`src/hdl/dmauci_defs.vh`:
```
// Purpose: constants for the dma user cycle interface
// Assumes: ahb-lite register bus, 50 MHz hclk
// Notes: offsets are byte addresses of 32-bit words
`ifndef DMAUCI_DEFS_VH
`define DMAUCI_DEFS_VH
`define DMAUCI_OFF_CTRL 12'h000
`define DMAUCI_OFF_WC 12'h004
`define DMAUCI_OFF_BA 12'h008
`define DMAUCI_OFF_DB 12'h00C
`define DMAUCI_OFF_CFG 12'h010
`define DMAUCI_BASE_RESET 18'o772410
`define DMAUCI_UNIT_STEP 18'o000020
`define DMAUCI_VECTOR_RESET 9'o124
`define DMAUCI_PRIO_LEVEL 3'h5
`define DMAUCI_CT_DATI 2'h0
`define DMAUCI_CT_DATIP 2'h1
`define DMAUCI_CT_DATO 2'h2
`define DMAUCI_CT_DATOB 2'h3
`define DMAUCI_CLK_MHZ 50
`define DMAUCI_END_PULSE_NS 100
`define DMAUCI_END_PULSE_CYC ((`DMAUCI_END_PULSE_NS * `DMAUCI_CLK_MHZ) / 1000)
`define DMAUCI_CTRL_GO 0
`define DMAUCI_CTRL_READY 7
`define DMAUCI_CTRL_CYCLE 8
`endif

```
`src/hdl/dmauci_core.v`:
```
// Purpose: user cycle request side of a 16-bit dma interface
// Assumes: user inputs synchronous to hclk; simple bus master port with grant
// Notes: registers over ahb-lite, zero wait states
//
// Our own choices: the AHB-Lite register port and the placing of the registers.
`timescale 1ns/1ps
`default_nettype none
`include "dmauci_defs.vh"
module dmauci_core (
	input wire hclk,
	input wire hresetn,
	input wire hsel,
	input wire [31:0] haddr,
	input wire [1:0] htrans,
	input wire hwrite,
	input wire [2:0] hsize,
	input wire [31:0] hwdata,
	input wire hready,
	output wire hreadyout,
	output reg [31:0] hrdata,
	output wire hresp,
	input wire bus_init,
	input wire [15:0] user_data_in,
	input wire cycle_type_hi,
	input wire cycle_type_lo,
	input wire cycle_req_a,
	input wire cycle_req_b,
	input wire count_step_enable,
	input wire addr_step_enable,
	output reg [15:0] user_data_out,
	output wire busy,
	output wire end_cycle,
	output wire ready,
	output reg go_pulse,
	output wire npr_req,
	input wire npr_grant,
	output reg bus_active,
	output reg [17:0] bus_addr,
	output reg [1:0] bus_ctrl_n,
	output reg [15:0] bus_wdata,
	input wire [15:0] bus_rdata,
	input wire bus_done,
	output wire [2:0] irq_level,
	output wire [17:0] reg_base,
	output wire [8:0] irq_vector
);
	localparam [1:0] ST_IDLE = 2'h0;
	localparam [1:0] ST_REQ = 2'h1;
	localparam [1:0] ST_RUN = 2'h2;
	localparam integer END_CYC = `DMAUCI_END_PULSE_CYC;
	localparam [7:0] END_LEN = END_CYC[7:0];

	reg [1:0] state_reg;
	reg cycle_reg;
	reg ready_reg;
	reg [15:0] word_count_reg;
	reg [15:0] bus_address_reg;
	reg [17:0] base_reg;
	reg [8:0] vector_reg;
	reg req_prev_reg;
	reg [1:0] cur_type_reg;
	reg end_trig;
	reg wr_pend_reg;
	reg [11:0] wr_addr_reg;
	wire req_or;
	wire req_fall;
	wire [15:0] data_buffer_reg;

	assign hreadyout = 1'b1;
	assign hresp = 1'b0;
	assign irq_level = `DMAUCI_PRIO_LEVEL;
	assign reg_base = base_reg;
	assign irq_vector = vector_reg;
	assign data_buffer_reg = user_data_in;
	assign busy = cycle_reg | (state_reg != ST_IDLE);
	assign ready = ready_reg;
	assign npr_req = (state_reg == ST_REQ);
	assign req_or = cycle_req_a | cycle_req_b;
	assign req_fall = req_prev_reg & ~req_or;

	// address phase capture; zero wait states so hready from this slave only
	always @(posedge hclk or negedge hresetn) begin
		if (!hresetn) begin
			wr_pend_reg <= 1'b0;
			wr_addr_reg <= 12'h000;
		end else if (hready) begin
			wr_pend_reg <= hsel & htrans[1] & hwrite;
			wr_addr_reg <= haddr[11:0];
		end
	end

	// read data comes from the address phase so it stands in the data phase
	always @(posedge hclk or negedge hresetn) begin
		if (!hresetn) begin
			hrdata <= 32'h00000000;
		end else if (hready & hsel & htrans[1] & ~hwrite) begin
			if (haddr[11:0] == `DMAUCI_OFF_CTRL) begin
				hrdata <= {23'h000000, cycle_reg, ready_reg, 7'h00};
			end else if (haddr[11:0] == `DMAUCI_OFF_WC) begin
				hrdata <= {16'h0000, word_count_reg};
			end else if (haddr[11:0] == `DMAUCI_OFF_BA) begin
				hrdata <= {16'h0000, bus_address_reg};
			end else if (haddr[11:0] == `DMAUCI_OFF_DB) begin
				hrdata <= {16'h0000, data_buffer_reg};
			end else if (haddr[11:0] == `DMAUCI_OFF_CFG) begin
				hrdata <= {5'h00, vector_reg, base_reg};
			end else begin
				hrdata <= 32'h00000000;
			end
		end
	end

	always @(posedge hclk or negedge hresetn) begin
		if (!hresetn) begin
			req_prev_reg <= 1'b0;
		end else begin
			req_prev_reg <= req_or;
		end
	end

	// main sequencer
	always @(posedge hclk or negedge hresetn) begin
		if (!hresetn) begin
			state_reg <= ST_IDLE;
			cycle_reg <= 1'b0;
			ready_reg <= 1'b1;
			word_count_reg <= 16'h0000;
			bus_address_reg <= 16'h0000;
			base_reg <= `DMAUCI_BASE_RESET;
			vector_reg <= `DMAUCI_VECTOR_RESET;
			user_data_out <= 16'h0000;
			go_pulse <= 1'b0;
			bus_active <= 1'b0;
			bus_addr <= 18'h00000;
			bus_ctrl_n <= 2'h3;
			bus_wdata <= 16'h0000;
			cur_type_reg <= 2'h0;
			end_trig <= 1'b0;
		end else if (bus_init) begin
			state_reg <= ST_IDLE;
			cycle_reg <= 1'b0;
			ready_reg <= 1'b1;
			user_data_out <= 16'h0000;
			go_pulse <= 1'b0;
			bus_active <= 1'b0;
			bus_ctrl_n <= 2'h3;
			end_trig <= 1'b0;
		end else begin
			go_pulse <= 1'b0;
			end_trig <= 1'b0;
			// falling request edge primes a cycle; a write of cycle also primes
			if (req_fall) begin
				cycle_reg <= 1'b1;
			end
			if (wr_pend_reg) begin
				if (wr_addr_reg == `DMAUCI_OFF_CTRL) begin
					if (hwdata[`DMAUCI_CTRL_GO]) begin
						ready_reg <= 1'b0;
						go_pulse <= 1'b1;
					end
					if (hwdata[`DMAUCI_CTRL_CYCLE]) begin
						cycle_reg <= 1'b1;
					end
				end else if (wr_addr_reg == `DMAUCI_OFF_WC) begin
					word_count_reg <= hwdata[15:0];
				end else if (wr_addr_reg == `DMAUCI_OFF_BA) begin
					bus_address_reg <= hwdata[15:0];
				end else if (wr_addr_reg == `DMAUCI_OFF_DB) begin
					user_data_out <= hwdata[15:0];
				end else if (wr_addr_reg == `DMAUCI_OFF_CFG) begin
					base_reg <= hwdata[17:0];
					vector_reg <= hwdata[26:18];
				end
			end
			case (state_reg)
				ST_IDLE: begin
					// ready blocks further cycles
					if (cycle_reg & ~ready_reg) begin
						state_reg <= ST_REQ;
					end
				end
				ST_REQ: begin
					if (npr_grant) begin
						state_reg <= ST_RUN;
						cycle_reg <= 1'b0;
						cur_type_reg <= {cycle_type_hi, cycle_type_lo};
						bus_active <= 1'b1;
						bus_addr <= {2'h0, bus_address_reg};
						bus_ctrl_n <= ~{cycle_type_hi, cycle_type_lo};
						bus_wdata <= user_data_in;
					end
				end
				ST_RUN: begin
					if (bus_done) begin
						state_reg <= ST_IDLE;
						bus_active <= 1'b0;
						bus_ctrl_n <= 2'h3;
						end_trig <= 1'b1;
						if (~cur_type_reg[1]) begin
							user_data_out <= bus_rdata;
						end
						if (addr_step_enable) begin
							bus_address_reg <= bus_address_reg + 16'h0002;
						end
						if (count_step_enable) begin
							word_count_reg <= word_count_reg + 16'h0001;
							if (word_count_reg == 16'hFFFF) begin
								ready_reg <= 1'b1;
							end
						end
					end
				end
				default: begin
					state_reg <= ST_IDLE;
				end
			endcase
		end
	end

	dmauci_pulse #(
		.LEN(END_LEN)
	) u_end (
		.hclk(hclk),
		.hresetn(hresetn),
		.trig(end_trig),
		.pulse(end_cycle)
	);
endmodule
`default_nettype wire

```
`src/hdl/dmauci_pulse.v`:
```
// Purpose: fixed length pulse stretcher
// Assumes: trig is a one-cycle pulse
// Notes: retrigger restarts the count
`timescale 1ns/1ps
`default_nettype none
module dmauci_pulse #(
	parameter [7:0] LEN = 8'h05
) (
	input wire hclk,
	input wire hresetn,
	input wire trig,
	output reg pulse
);
	reg [7:0] cnt_reg;
	always @(posedge hclk or negedge hresetn) begin
		if (!hresetn) begin
			cnt_reg <= 8'h00;
			pulse <= 1'b0;
		end else if (trig) begin
			cnt_reg <= LEN - 8'h01;
			pulse <= 1'b1;
		end else if (cnt_reg != 8'h00) begin
			cnt_reg <= cnt_reg - 8'h01;
		end else begin
			pulse <= 1'b0;
		end
	end
endmodule
`default_nettype wire

```
`config.mk`:
```
export PLATFORM = sky130hd
export DESIGN_NAME = dmauci_core
export DESIGN_NICKNAME = d
export VERILOG_FILES = /design/src/hdl/dmauci_core.v /design/src/hdl/dmauci_pulse.v
export VERILOG_INCLUDE_DIRS = /design/src /design/src/hdl
export SDC_FILE = /design/constraint.sdc
export NUM_CORES = 1
export LEC_CHECK = 0
export BUFFER_PORTS_ARGS = -buffer_cell sky130_fd_sc_hd__buf_2
export CAP_MARGIN = 0
export CELL_PAD_IN_SITES_DETAIL_PLACEMENT = 0
export CELL_PAD_IN_SITES_GLOBAL_PLACEMENT = 2
export CORE_ASPECT_RATIO = 1.25
export CORE_MARGIN = 2
export CORE_UTILIZATION = 32
export DETAILED_ROUTE_END_ITERATION = 10
export GPL_TIMING_DRIVEN = 0
export PLACE_DENSITY_LB_ADDON = 0.1
export SYNTH_ARGS = -nofsm -noshare
export SYNTH_HDL_FRONTEND = slang
export SYNTH_HIERARCHICAL = 1
export SYNTH_SLANG_ARGS = --single-unit
```
`constraint.sdc`:
```
create_clock -name hclk -period 2.9 [get_ports hclk]
set_clock_uncertainty 0.2 [all_clocks]
set_input_delay 0 -clock hclk [delete_from_list [all_inputs] [get_ports hclk]]
set_output_delay 0 -clock hclk [all_outputs]
set_load 0.01 [all_outputs]
```
==> flow_summary.json <==
{
  "grt_pass1_wl_um": 44100,
  "routedWlPerCell_um": 20.3,
  "wl_met1_um": 12200,
  "async_flop_share": 1.00,
  "clkLatencyLatePin_ns": 0.44,
  "synthFlopType": "dfrtp_1",
  "portBuffers": 193,
  "cts_buffers": 17,
  "dr_total_vias": 7099,
  "dieArea_um2": 26200,
  "die_w_um": 145,
  "p_per_area_nw_per_um2": 487,
  "clk_pin_slew_worst_paths_ns": 0.07,
  "setup_viol": 0,
  "r2r_cells": 6,
  "status": "finished, violations left",
  "ys_warn_count": 6,
  "syn_area_per_cell_um2": 10.8,
  "fin_area_um2": 11000,
  "regMostFlops": "hrdata",
  "antenna_found_initial": 0,
  "first_iter_violations": 496,
  "syn_inst": 739,
  "wl_met2_um": 14300,
  "seq_area_frac_synth": 0.527,
  "fmax_mhz": 362,
  "grt_usage": 0.219,
  "core_area_um2": 24500,
  "crit_required_ns": 3.02,
  "synth.cell_area_um2": 7970,
  "ioPinCount": 237,
  "wirelength_um": 28400,
  "antenna_left": 0,
  "hold_viol_final": 14,
  "dpl_cell_area_um2": 9420,
  "grt_setup_unrepaired": "no",
  "cts_root_buf": "clkbuf_16",
  "power.total_mw": 5.33,
  "layout_min_cycle_time_ns": 2.76,
  "top_layer_used": "met4",
  "syn_to_final_growth_pct": 37.6,
  "max-clock-path-buffers": 2,
  "tritoncts": "yes",
  "ys_seq_elements": 167,
  "diodes": 0,
  "worstSetupEndpointType": "flop",
  "wl_met3_um": 1370,
  "start_kind": "input port",
  "ys_types": 63,
  "drv_cap": 0,
  "p_leak_nw": 5.17,
  "dpl.hpwl_um": 20700,
  "fin_util": 0.447,
  "critPathMaxFanout": 10,
  "cts_sinks": 167,
  "drive_above_1_share": 0.330,
  "slew_viol_final": 0,
  "start_util": 0.325,
  "cp.arrival_ns": 2.89,
  "post-route-period-util": 0.953,
  "hold_ws_ns": -0.0125,
  "die_h_um": 180,
  "row_count": 64,
  "synth-edff-count": 0,
  "grt_max_degree": 100,
  "htree_levels": 4,
  "cpMaxStageDelayCell": "a21oi_1",
  "firstDrtPassIters": 5,
  "worst_pin_slew_ns": 0.982,
  "drcViolationCount": 0,
  "place_congestion": 0.790,
  "vdd.ir_drop.worst_uv": 396,
  "grt_overflow": 0,
  "grt_pass1_vias": 7347,
  "hold_class": "input port to async pin",
  "slew_headroom": 0.346,
  "violations": "negative hold slack",
  "max_stage_delay_ns": 0.84,
  "criticalPathCategory": "input port to flop",
  "vias_per_cell": 5.06,
  "largest_register_ff_count": 27,
  "crit_chain": "dlygate4sd3_1, clkbuf_1, and4bb_2, and2_1, clkbuf_1, a21oi_1, a21oi_1, o221a_2",
  "fin_nets": 1178
}
[final timing paths]
| kind | startpoint | to | slack [ns] |
|---|---|---|---|
| min | hresetn | word_count_reg[2]$_DFFE_PN0N_ | -0.01 |
| min in group hclk | cycle_type_lo | bus_ctrl_n[0]$_DFFE_PN1P_ | 0.04 |
| min reg2reg | hrdata[14]$_DFFE_PN0P_ | hrdata[14]$_DFFE_PN0P_ | 0.28 |
| max in group asynchronous | hresetn | reg_base[10]$_DFFE_PN1P_ | 1.65 |
| max | bus_init | word_count_reg[6]$_DFFE_PN0N_ | 0.14 |
| max reg2reg | wr_addr_reg[5]$_DFFE_PN0P_ | cycle_reg$_DFF_PN0_ | 0.15 |
[layout by cell type (no fill, tap or decap), types with 3 or more instances in the layout]
cell type	instances
a211oi_1	19
a21oi_1	44
a221o_1	3
a22o_1	11
a22oi_1	16
a31oi_1	3
and2_1	4
and3_1	7
buf_1	4
buf_2	199
buf_4	13
clkbuf_1	33
clkbuf_16	17
clkinv_2	3
clkinv_4	4
clkinvlp_4	3
conb_1	12
dfrtp_1	152
dfstp_2	15
dlygate4sd3_1	97
ha_1	3
inv_1	11
mux2_2	72
mux2i_1	24
nand2_1	47
nand2b_1	9
nand3_1	20
nand4_1	8
nand4b_1	3
nor2_1	48
nor2b_1	7
nor3_1	14
nor3b_1	3
nor4_1	5
o21ai_0	53
o221a_2	4
o22ai_1	28
o31ai_1	4
or4_1	3
[routing by layer]
layer  track usage  vias up
met4        0.0639        0
met5             0        -
met1         0.272     3505
met3        0.0456       34
met2         0.386      203
li1              -     3357
[cell usage after synthesis, types with 3 or more instances]
| cell | count | area, um2 |
|---|---|---|
| inv_1 | 11 | 41.3 |
| buf_4 | 12 | 90.1 |
| clkbuf_1 | 32 | 120 |
| nand3_1 | 20 | 100 |
| o221a_2 | 4 | 45.0 |
| buf_1 | 4 | 15.0 |
| nand4b_1 | 3 | 26.3 |
| nand2b_1 | 9 | 56.3 |
| o22ai_1 | 28 | 175 |
| buf_2 | 7 | 35.0 |
| nor4_1 | 5 | 31.3 |
| o31ai_1 | 4 | 30.0 |
| nand2_1 | 47 | 176 |
| o21ai_0 | 53 | 265 |
| nor2_1 | 50 | 188 |
| and3_1 | 7 | 43.8 |
| or4_1 | 3 | 22.5 |
| a31oi_1 | 3 | 18.8 |
| a211oi_1 | 19 | 143 |
| a22oi_1 | 16 | 120 |
| and2_1 | 4 | 25.0 |
| a22o_1 | 11 | 96.3 |
| a21oi_1 | 44 | 220 |
| dfrtp_1 | 152 | 3800 |
| dfstp_2 | 15 | 394 |
| mux2i_1 | 24 | 240 |
| mux2_2 | 72 | 811 |
| a221o_1 | 3 | 30.0 |
| nor2b_1 | 7 | 43.8 |
| nor3b_1 | 3 | 22.5 |
| nand4_1 | 8 | 50.1 |
| ha_1 | 3 | 37.5 |
| nor3_1 | 14 | 70.1 |
[timing repair]
item,in CTS,in global routing
hold buffers,97,0
endpoints found under the setup margin,8,7
pin swaps,0,1
endpoints found under the hold margin,232,0
cloned,0,0
gates resized for setup,1,1
buffers inserted,0,1
[metrics by stage]
step           hold slack, ns  setup slack, ns  std cells  setup TNS, ns
2_1_floorplan          -0.496            0.524        749              0
3_3_place_gp          -0.0631            -1.29       1272        -196.84
3_5_place_dp          -0.0910          -0.0379       1273         -0.264
4_1_cts                0.0170           0.0579       1401              0
5_1_grt                0.0331          0.00687       1402              0
6_report              -0.0125            0.136       1402              0
[where the power goes]
part           internal, mW  total (mW)  switching (mW)
sequential             2.41        2.49          0.0782
clock                  1.22        2.21           0.992
combinational         0.301       0.632           0.331
[worst max-delay path: cells and delay by family]
kind / cells / cell delay, ns
buf+inv: 3 / 1.13
simple gates: 2 / 0.54
compound gates: 3 / 1.21
[layout make-up]
class,count,area (um2)
Fill cell,2431,13500
Sequential cell,167,4200
Multi-Input combinational cell,514,3490
Timing Repair Buffer,292,1980
Clock buffer,20,457
Tap cell,330,413
Buffer,57,283
Clock inverter,11,103
Inverter,11,41.3
[cells by family after synthesis]
| group | after synthesis | synth area share |
|---|---|---|
| adders and majority gates | 3 | 0.00471 |
| AOI/OAI and AO/OA | 200 | 0.159 |
| buffers and inverters | 68 | 0.0407 |
| muxes | 96 | 0.132 |
| other | 2 | 0.000943 |
| DFF | 167 | 0.527 |
| and+or+nand+nor | 202 | 0.134 |
| xor gates and xnor gates | 1 | 0.00110 |
(Power assumes the default switching activity.)
